$ cat src/rtl/psr_pkg.sv
// constants and carrier types for the peripheral state and mac reset registers
package psr_pkg;

    ////////////////////////////////////////////////////////////////////////////
    // bus geometry
    localparam int unsigned WB_AW = 32;
    localparam int unsigned WB_DW = 32;
    localparam int unsigned WB_SW = 4;

    ////////////////////////////////////////////////////////////////////////////
    // register byte addresses
    localparam logic [31:0] STATE_REPORT0_OFS = 32'h02ac0014;
    localparam logic [31:0] STATE_REPORT1_OFS = 32'h02ac0018;
    localparam logic [31:0] MAC_CONFIG_OFS    = 32'h02ac0020;

    ////////////////////////////////////////////////////////////////////////////
    // reset values
    localparam logic [31:0] STATE_REPORT_RST = 32'h00000000;
    localparam logic [31:0] MAC_CONFIG_RST   = 32'h00000000;
    localparam logic        RMII_RESET_RST   = 1'h0;

    ////////////////////////////////////////////////////////////////////////////
    // mac configuration fields
    localparam int unsigned RMII_RESET_BIT  = 18;
    localparam int unsigned RMII_RESET_LANE = 2;

    ////////////////////////////////////////////////////////////////////////////
    // peripheral state codes
    localparam logic [2:0] CODE_DISABLED    = 3'h0;
    localparam logic [2:0] CODE_ENABLED     = 3'h1;
    localparam logic [2:0] CODE_POWERDOWN   = 3'h3;
    localparam logic [2:0] CODE_IN_PROGRESS = 3'h5;
    localparam int unsigned CODE_W          = 3;

    ////////////////////////////////////////////////////////////////////////////
    // peripheral indices, field positions and owning register
    localparam int unsigned NUM_PERIPH         = 9;
    localparam int unsigned IDX_HOST_PORT      = 0;
    localparam int unsigned IDX_SERIAL_PORT1   = 1;
    localparam int unsigned IDX_SERIAL_PORT0   = 2;
    localparam int unsigned IDX_TWO_WIRE       = 3;
    localparam int unsigned IDX_GENERAL_IO     = 4;
    localparam int unsigned IDX_SECOND_COUNTER = 5;
    localparam int unsigned IDX_FIRST_COUNTER  = 6;
    localparam int unsigned IDX_ETHERNET       = 7;
    localparam int unsigned IDX_PCI_BUS        = 8;
    localparam int unsigned FIELD_LSB [NUM_PERIPH] =
        '{27, 24, 21, 18, 15, 12, 9, 6, 0};
    localparam int unsigned FIELD_REG [NUM_PERIPH] =
        '{0, 0, 0, 0, 0, 0, 0, 0, 1};

    ////////////////////////////////////////////////////////////////////////////
    // timing
    localparam int unsigned ENABLE_DONE_CYCLES = 16;

    ////////////////////////////////////////////////////////////////////////////
    // carrier types
    typedef struct packed {
        logic             cyc;
        logic             stb;
        logic             we;
        logic [WB_SW-1:0] sel;
        logic [WB_AW-1:0] adr;
        logic [WB_DW-1:0] dat;
    } psr_wb_req_type;

    typedef struct packed {
        logic             ack;
        logic [WB_DW-1:0] dat;
    } psr_wb_rsp_type;

    typedef enum logic [1:0] {
        PSR_DIS  = 2'b00,
        PSR_PROG = 2'b01,
        PSR_ENA  = 2'b11,
        PSR_PDN  = 2'b10
    } psr_fsm_type;

endpackage

$ cat src/rtl/psr_state_tracker.sv
// per-peripheral power and enable state tracker producing a 3-bit code
`timescale 1ns/1ps
module psr_state_tracker #(
    parameter int unsigned DONE_CYCLES = psr_pkg::ENABLE_DONE_CYCLES
) (
    // clock and reset
    input  wire logic       clk_i,
    input  wire logic       rst_i,
    // peripheral controls
    input  wire logic       enable_i,
    input  wire logic       powerdown_i,
    // state report
    output logic [2:0]      state_code_o
);

    localparam int unsigned CW = $clog2(DONE_CYCLES + 1);
    localparam logic [CW-1:0] LAST = CW'(DONE_CYCLES - 1);

    psr_pkg::psr_fsm_type state_r;
    psr_pkg::psr_fsm_type state_nxt;
    logic [CW-1:0]        cnt_r;
    logic [2:0]           code_r;

    function automatic logic [2:0] code_of(input psr_pkg::psr_fsm_type s);
        case (s)
            psr_pkg::PSR_PROG: code_of = psr_pkg::CODE_IN_PROGRESS;
            psr_pkg::PSR_ENA:  code_of = psr_pkg::CODE_ENABLED;
            psr_pkg::PSR_PDN:  code_of = psr_pkg::CODE_POWERDOWN;
            default:           code_of = psr_pkg::CODE_DISABLED;
        endcase
    endfunction

    ////////////////////////////////////////////////////////////////////////////
    // next state; dropping the enable wins from any state
    always_comb begin
        state_nxt = state_r;
        case (state_r)
            psr_pkg::PSR_DIS: begin
                if (enable_i)
                    state_nxt = psr_pkg::PSR_PROG;
            end
            psr_pkg::PSR_PROG: begin
                if (!enable_i)
                    state_nxt = psr_pkg::PSR_DIS;
                else if (cnt_r == LAST)
                    state_nxt = psr_pkg::PSR_ENA;
            end
            psr_pkg::PSR_ENA: begin
                if (!enable_i)
                    state_nxt = psr_pkg::PSR_DIS;
                else if (powerdown_i)
                    state_nxt = psr_pkg::PSR_PDN;
            end
            psr_pkg::PSR_PDN: begin
                if (!enable_i)
                    state_nxt = psr_pkg::PSR_DIS;
                else if (!powerdown_i)
                    state_nxt = psr_pkg::PSR_ENA;
            end
            default: state_nxt = psr_pkg::PSR_DIS;
        endcase
    end

    always_ff @(posedge clk_i) begin
        if (rst_i)
            state_r <= psr_pkg::PSR_DIS;
        else
            state_r <= state_nxt;
    end

    // in-progress lasts exactly DONE_CYCLES cycles
    always_ff @(posedge clk_i) begin
        if (rst_i)
            cnt_r <= '0;
        else if (state_r == psr_pkg::PSR_PROG)
            cnt_r <= cnt_r + CW'(1);
        else
            cnt_r <= '0;
    end

    // code follows the state register, not a cycle behind it
    always_ff @(posedge clk_i) begin
        if (rst_i)
            code_r <= psr_pkg::CODE_DISABLED;
        else
            code_r <= code_of(state_nxt);
    end

    assign state_code_o = code_r;

endmodule

$ cat src/rtl/psr_regs.sv
// wishbone register bank: peripheral state reports and mac rmii reset
`timescale 1ns/1ps

////////////////////////////////////////////////////////////////////////////////
// Overview of operation
// - host port state code sits in bits 29:27 of state report 0.
// - second serial port state code sits in bits 26:24 of report 0.
// - first serial port state code sits in bits 23:21 of report 0.
// - two-wire controller state code sits in bits 20:18 of report 0.
// - general io state code sits in bits 17:15 of report 0.
// - second counter state code sits in bits 14:12 of report 0.
// - first counter state code sits in bits 11:9 of report 0.
// - ethernet mac state code sits in bits 8:6 of report 0.
// - pci bus state code sits in bits 2:0 of state report 1.
// - both reports are read only, read zero after reset, ignore writes.
// - bit 18 of the mac config register holds the rmii logic in reset.
// - external memory and ddr2 controller have no report field.
module psr_regs #(
    parameter int unsigned DONE_CYCLES = psr_pkg::ENABLE_DONE_CYCLES
) (
    // clock and reset
    input  wire logic                       clk_i,
    input  wire logic                       rst_i,
    // wishbone slave
    input  wire psr_pkg::psr_wb_req_type    wb_req_i,
    output psr_pkg::psr_wb_rsp_type         wb_rsp_o,
    // peripheral controls, same clock domain
    input  wire logic [8:0]                 periph_enable_i,
    input  wire logic [8:0]                 periph_powerdown_i,
    // mac side
    output logic                            rmii_reset_o
);

    logic [2:0]  codes [psr_pkg::NUM_PERIPH];
    logic [31:0] report0;
    logic [31:0] report1;
    logic [31:0] mac_word;
    logic        req;
    logic        ack_r;
    logic [31:0] dat_r;
    logic        rmii_r;

    function automatic logic hit(input logic [31:0] adr,
                                 input logic [31:0] ofs);
        hit = (adr == ofs);
    endfunction

    ////////////////////////////////////////////////////////////////////////////
    // one tracker per reported peripheral
    for (genvar g = 0; g < psr_pkg::NUM_PERIPH; g++) begin : g_trk
        psr_state_tracker #(
            .DONE_CYCLES (DONE_CYCLES)
        ) u_trk (
            .clk_i        (clk_i),
            .rst_i        (rst_i),
            .enable_i     (periph_enable_i[g]),
            .powerdown_i  (periph_powerdown_i[g]),
            .state_code_o (codes[g])
        );
    end

    ////////////////////////////////////////////////////////////////////////////
    // report words; reserved bits stay zero
    always_comb begin
        report0 = psr_pkg::STATE_REPORT_RST;
        report1 = psr_pkg::STATE_REPORT_RST;
        for (int i = 0; i < psr_pkg::NUM_PERIPH; i++) begin
            if (psr_pkg::FIELD_REG[i] == 0)
                report0[psr_pkg::FIELD_LSB[i] +: 3] = codes[i];
            else
                report1[psr_pkg::FIELD_LSB[i] +: 3] = codes[i];
        end
    end
    // field map
    // field map

    // reserved bits read back their defaults whatever was written
    always_comb begin
        mac_word = psr_pkg::MAC_CONFIG_RST;
        mac_word[psr_pkg::RMII_RESET_BIT] = rmii_r;
    end

    ////////////////////////////////////////////////////////////////////////////
    // bus slave: one wait state, ack drops the cycle after it rose
    assign req = wb_req_i.cyc & wb_req_i.stb;

    always_ff @(posedge clk_i) begin
        if (rst_i)
            ack_r <= 1'h0;
        else
            ack_r <= req & ~ack_r;
    end

    // unmapped addresses, and external memory or ddr2, answer zero
    always_ff @(posedge clk_i) begin
        if (rst_i)
            dat_r <= 32'h00000000;
        else if (req & ~ack_r & ~wb_req_i.we) begin
            if (hit(wb_req_i.adr, psr_pkg::STATE_REPORT0_OFS))
                dat_r <= report0;
            else if (hit(wb_req_i.adr, psr_pkg::STATE_REPORT1_OFS))
                dat_r <= report1;
            else if (hit(wb_req_i.adr, psr_pkg::MAC_CONFIG_OFS))
                dat_r <= mac_word;
            else
                dat_r <= 32'h00000000;
        end
    end

    // only the mac config takes writes; reports ignore them
    always_ff @(posedge clk_i) begin
        if (rst_i)
            rmii_r <= psr_pkg::RMII_RESET_RST;
        else if (req & ~ack_r & wb_req_i.we
                 & wb_req_i.sel[psr_pkg::RMII_RESET_LANE]
                 & hit(wb_req_i.adr, psr_pkg::MAC_CONFIG_OFS))
            rmii_r <= wb_req_i.dat[psr_pkg::RMII_RESET_BIT];
    end
    // writes to either report leave it untouched

    assign wb_rsp_o.ack = ack_r;
    assign wb_rsp_o.dat = dat_r;
    assign rmii_reset_o = rmii_r;

endmodule

$ cat config.mk
export PLATFORM = sky130hd
export DESIGN_NAME = psr_regs
export DESIGN_NICKNAME = d
export VERILOG_FILES = /design/src/rtl/psr_pkg.sv /design/src/rtl/psr_state_tracker.sv /design/src/rtl/psr_regs.sv
export SDC_FILE = /design/constraint.sdc
export NUM_CORES = 1
export LEC_CHECK = 0
export ABC_AREA = 0
export BUFFER_PORTS_ARGS = -buffer_cell sky130_fd_sc_hd__buf_2
export CAP_MARGIN = 30
export CORE_MARGIN = 3
export CORE_UTILIZATION = 32
export DETAILED_ROUTE_END_ITERATION = 10
export PLACE_DENSITY = 0.62
export SYNTH_ARGS = -nofsm -noshare
export SYNTH_HDL_FRONTEND = slang
export SYNTH_HIERARCHICAL = 1
export SYNTH_SLANG_ARGS = --single-unit
$ cat constraint.sdc
create_clock -name clk_i -period 1.9 [get_ports clk_i]
set_clock_uncertainty 0.1 [all_clocks]
set_input_delay 0.285 -clock clk_i [delete_from_list [all_inputs] [get_ports clk_i]]
set_output_delay 0.285 -clock clk_i [all_outputs]
set_load 0.02 [all_outputs]
After elaboration in Yosys (flattened, before gate mapping) --
Index checks and enable logic that the tools add are counted.
Word-level totals: bits of input ports 91, register bits after elaboration 124
Cells by class: bitwise gates (word level) 17, reductions and logical operators 18, add/sub/neg operators 9, eq/ne operators 66, mux-type cells 84
Operators by type and width (number):
- $mux 2 | 63
- $eq 32x26->1 const B | 3
- $pmux 3 s3 | 9
- $eq 2x2->1 const B | 36
- $pmux 2 s4 | 9
- $add 5x1->5 const B | 9
- $eq 5x4->1 const B | 9
- $mux 19 | 2
- $eq 2x1->1 const B | 18
- $mux 30 | 1
- $logic_not 2->1 | 9
- $reduce_or 2->1 | 9
- $not 1->1 | 11
- $and 1x1->1 | 6

Longest topological paths before layout --
word-level depth 6, depth in mapped cells 6, depth with buffers taken out 5

By module --
The synthesis kept the hierarchy.
By module, submodules not included:
- psr_state_tracker | seq. area each 200.2 um^2, area an instance 349.1 um^2, cells each 33, times used 9
- psr_regs | seq. area each 580.6 um^2, area an instance 1507.7 um^2, cells each 183, times used 1

Worst setup path before layout --
OpenSTA, ideal clock, no wires.
path type in2reg, start in wb_req_i[41] in the netlist's numbering, end reg rmii_r (netlist: rmii_reset_o), data required time 1685 ps, buffers on the path 0, stages 4, slack 180 ps, arrival time 1504 ps, cell sequence or4_1 > nor4_1 > a31oi_1 > o21ba_2
Between the ends: longest elaborated chain between the ends 2
Ends and longest elaborated chain:
- start: declaration | RTL line psr_regs.sv:25 | input wire psr_pkg::psr_wb_req_type wb_req_i,
- $eq 32x26->1 | RTL line psr_regs.sv:45 | hit = (adr == ofs);
- $and 1x1->1 | RTL line psr_regs.sv:116 | & hit(wb_req_i.adr, psr_pkg::MAC_CONFIG_OFS))
- end signal: assignment | RTL line psr_regs.sv:113 | rmii_r <= psr_pkg::RMII_RESET_RST;
- end signal: assignment | RTL line psr_regs.sv:117 | rmii_r <= wb_req_i.dat[psr_pkg::RMII_RESET_BIT];
- end: declaration | RTL line psr_regs.sv:41 | logic rmii_r;
No other way between the ends. A chain may end at the register's enable or synchronous reset.

Worst setup path in the final report --
Ends and elaborated chain as after synthesis.

==> results_dict.tcl <==
set metrics [dict create \
    status "complete, no violations" \
    required_ns 2.10 \
    synth.avg_cell_area_um2 9.69 \
    grt_overflow_total 0 \
    drv_cap 0 \
    ant_nets 0 \
    grt_first_pass_wirelength_um 16200 \
    critPathLaunch "wb_req_i[41]" \
    yosys_warnings 6 \
    critPathSlowestCell "or4_1" \
    syn_to_final_growth_pct 27.6 \
    cpLargestDelayFamily "simple AND/OR/NAND/NOR gates" \
    final_cell_mix "119 x dfxtp_1, 85 x buf_2, 47 x nor2_1" \
    gp_congestion 0.812 \
    diodes 0 \
    setup_viol 0 \
    track_usage_pct 12.6 \
    core_mm2 0.0140 \
    worst_r2r_endpoint "dat_r[25]" \
    async_flop_share_pct 0 \
    cp_max_fo 2 \
    crit_path_start_kind "input port" \
    grt_max_degree 39 \
    rsz0062_at_grt "false" \
    clkTransAtPathRegs_ns 0.05 \
    pwr_density_cell_mw_per_mm2 976 \
    dr_total_vias 3633 \
    cts_resized 0 \
    drt_iter0_drc 104 \
    wire_per_inst_um 12.3 \
    route.detailed.drc 0 \
    portBuffers 85 \
    syn-cell-area_mm2 0.00465 \
    critical_path_class "input port to register" \
    arrival_ns 1.68 \
    ys_types 37 \
    drive_gt1_share_pct 26.6 \
    finalHoldViolCount 0 \
    hp-class "input port to register" \
    ir_drop_mv 0.613 \
    hold_depth 2 \
    ys_ff_latch 119 \
    nets 693 \
    mostFrequentLayoutCell "dfxtp_1" \
    place_hpwl_um 6810 \
    rrSetupSlack_ns 0.42 \
    max_freq_ghz 0.674 \
    viasPerCell 4.68 \
    endpoint_kind "register" \
    die_y_um 127 \
    nFillCells 1366 \
    clockBufferDepth 2 \
    grt_pass1_vias 3588 \
    holdCritStartpoint "rst_i" \
    slew_headroom_pct 62.8 \
    clock-sinks 119 \
    r2r_start "ack_r" \
    finalCritPeriodShare_pct 78.1 \
    clkLatencyLatePin_ns 0.40 \
    slew_viol_final 0 \
    ios 125 \
    cpPeakStageDelay_ns 0.59 \
    post-cts-setup-buffers 0 \
    critical_path_buf_inv_count 1 \
    synth-edff-count 0 \
    cts_buffers 17 \
    cp_cell_sequence "buf_2 > or4_1 > nor4_1 > a31oi_1 > o21ba_2" \
    hold_path_end "dat_r[19]" \
    die_x_um 127 \
    netlist_instances 480 \
    worst-r2r-cell-count 4 \
    first_pass_iters 5 \
    initial_core_util_pct 33.1 \
    cts-root-buf "clkbuf_16" \
    cts_tree "built" \
    stdcell_count 777 \
    routed_wl_um 9540 \
    ys_seq_area_share_pct 51.2 \
    place_inst 736 \
    fin_setup_tns_ns 0 \
    num_rows 43 \
    cellLeakagePower_uw 0.00249 \
    dieArea_mm2 0.0160 \
    h-tree-depth 4 \
    worst_pin_slew_ns 0.559 \
    grt_antenna_before_repair 0 \
    finalCriticalPeriod_ns 1.48 \
    synth_flop_cell "dfxtp_1" \
]
==> synthesized netlist by cell type (9+ instances only) <==
| cell | instances | area share (%) |
|---|---|---|
| nor2_2 | 9 | 1.2 |
| or3b_4 | 9 | 2.2 |
| nor4b_1 | 10 | 1.9 |
| nor4bb_1 | 12 | 2.6 |
| ha_1 | 18 | 4.8 |
| nand2b_1 | 9 | 1.2 |
| nor2_1 | 47 | 3.8 |
| mux2_2 | 9 | 2.2 |
| nand3_1 | 9 | 0.97 |
| a21oi_1 | 45 | 4.8 |
| dfxtp_1 | 119 | 51 |
| inv_1 | 28 | 2.3 |
| nor2b_1 | 9 | 1.2 |
| nand4_1 | 26 | 3.5 |
| xnor2_1 | 9 | 1.7 |
| and3_1 | 9 | 1.2 |
| nand2_1 | 38 | 3.1 |
| and2_1 | 25 | 3.4 |
==> worst max path at each step <==
stage | endpoint | slack (ns) | cells after the start
after floorplan | rmii_reset_o | 0.18 | 4
after global placement | rmii_reset_o | 0.02 | 5
after detailed placement | rmii_reset_o | 0.0002 | 5
after CTS | dat_r[25] | 0.39 | 4
after global routing | dat_r[16] | 0.30 | 4
final | rmii_reset_o | 0.42 | 5
==> cell families after synthesis <==
logic type / share of synthesized area, %
simple gates: 29.1
flops: 51.2
fa+ha+maj: 4.84
other cells: 0.0807
mux: 2.18
compound gates: 5.38
xor+xnor: 1.70
buf+inv: 5.52
==> registers in the layout, indices dropped and copies added, names as in the netlist <==
name                      flops
g_trk.u_trk/cnt_r            45
ack_r                         1
g_trk.u_trk/state_r          18
g_trk.u_trk/state_code_o     27
rmii_reset_o                  1
dat_r                        27
==> metal layers <==
metal / track usage (%) / vias up / wire length, um
li1: - / 1843 / -
met1: 13.6 / 1688 / 4060
met2: 22.3 / 90 / 4730
met3: 4.51 / 12 / 607
met4: 4.98 / 0 / 134
met5: 0 / - / 0
==> what timing repair did <==
item,CTS,global route
endpoints found under the hold margin,10,0
hold buffers,9,0
endpoints found under the setup margin,0,0
==> power breakdown <==
part | internal (uW) | switching (uW)
Combinational | 114 | 121
Sequential | 2540 | 20.1
Clock | 1960 | 1040
==> metrics by stage <==
step | worst slack, ns | hold slack [ns] | utilization, % | area, um^2 | power (uW)
floorplan | 0.180 | 0.281 | - | 4660 | 2730
global placement | 0.0172 | 0.328 | 37.5 | 5270 | 2830
detailed placement | 0.000196 | 0.336 | 37.5 | 5270 | 2840
CTS | 0.391 | 0.0526 | 42.3 | 5930 | 5870
global route | 0.295 | 0.0477 | 42.3 | 5930 | 6020
finish | 0.416 | 0.0541 | 42.3 | 5930 | 5790
==> final cells by class <==
type	instances	area [um^2]	area share, %
Clock buffer	24	502	8.46
Clock inverter	8	70.1	1.18
Inverter	28	105	1.77
Timing Repair Buffer	103	608	10.2
Tap cell	180	225	3.80
Multi-Input combinational cell	315	2040	34.4
Sequential cell	119	2380	40.2
==> worst register-to-register path, delay by kind of cell (launching register included) <==
family          cells  cell delay [ns]
compound gates      1             0.07
flops               1             0.31
simple gates        3             0.88
Note: power is estimated with default switching activity, not from simulation.
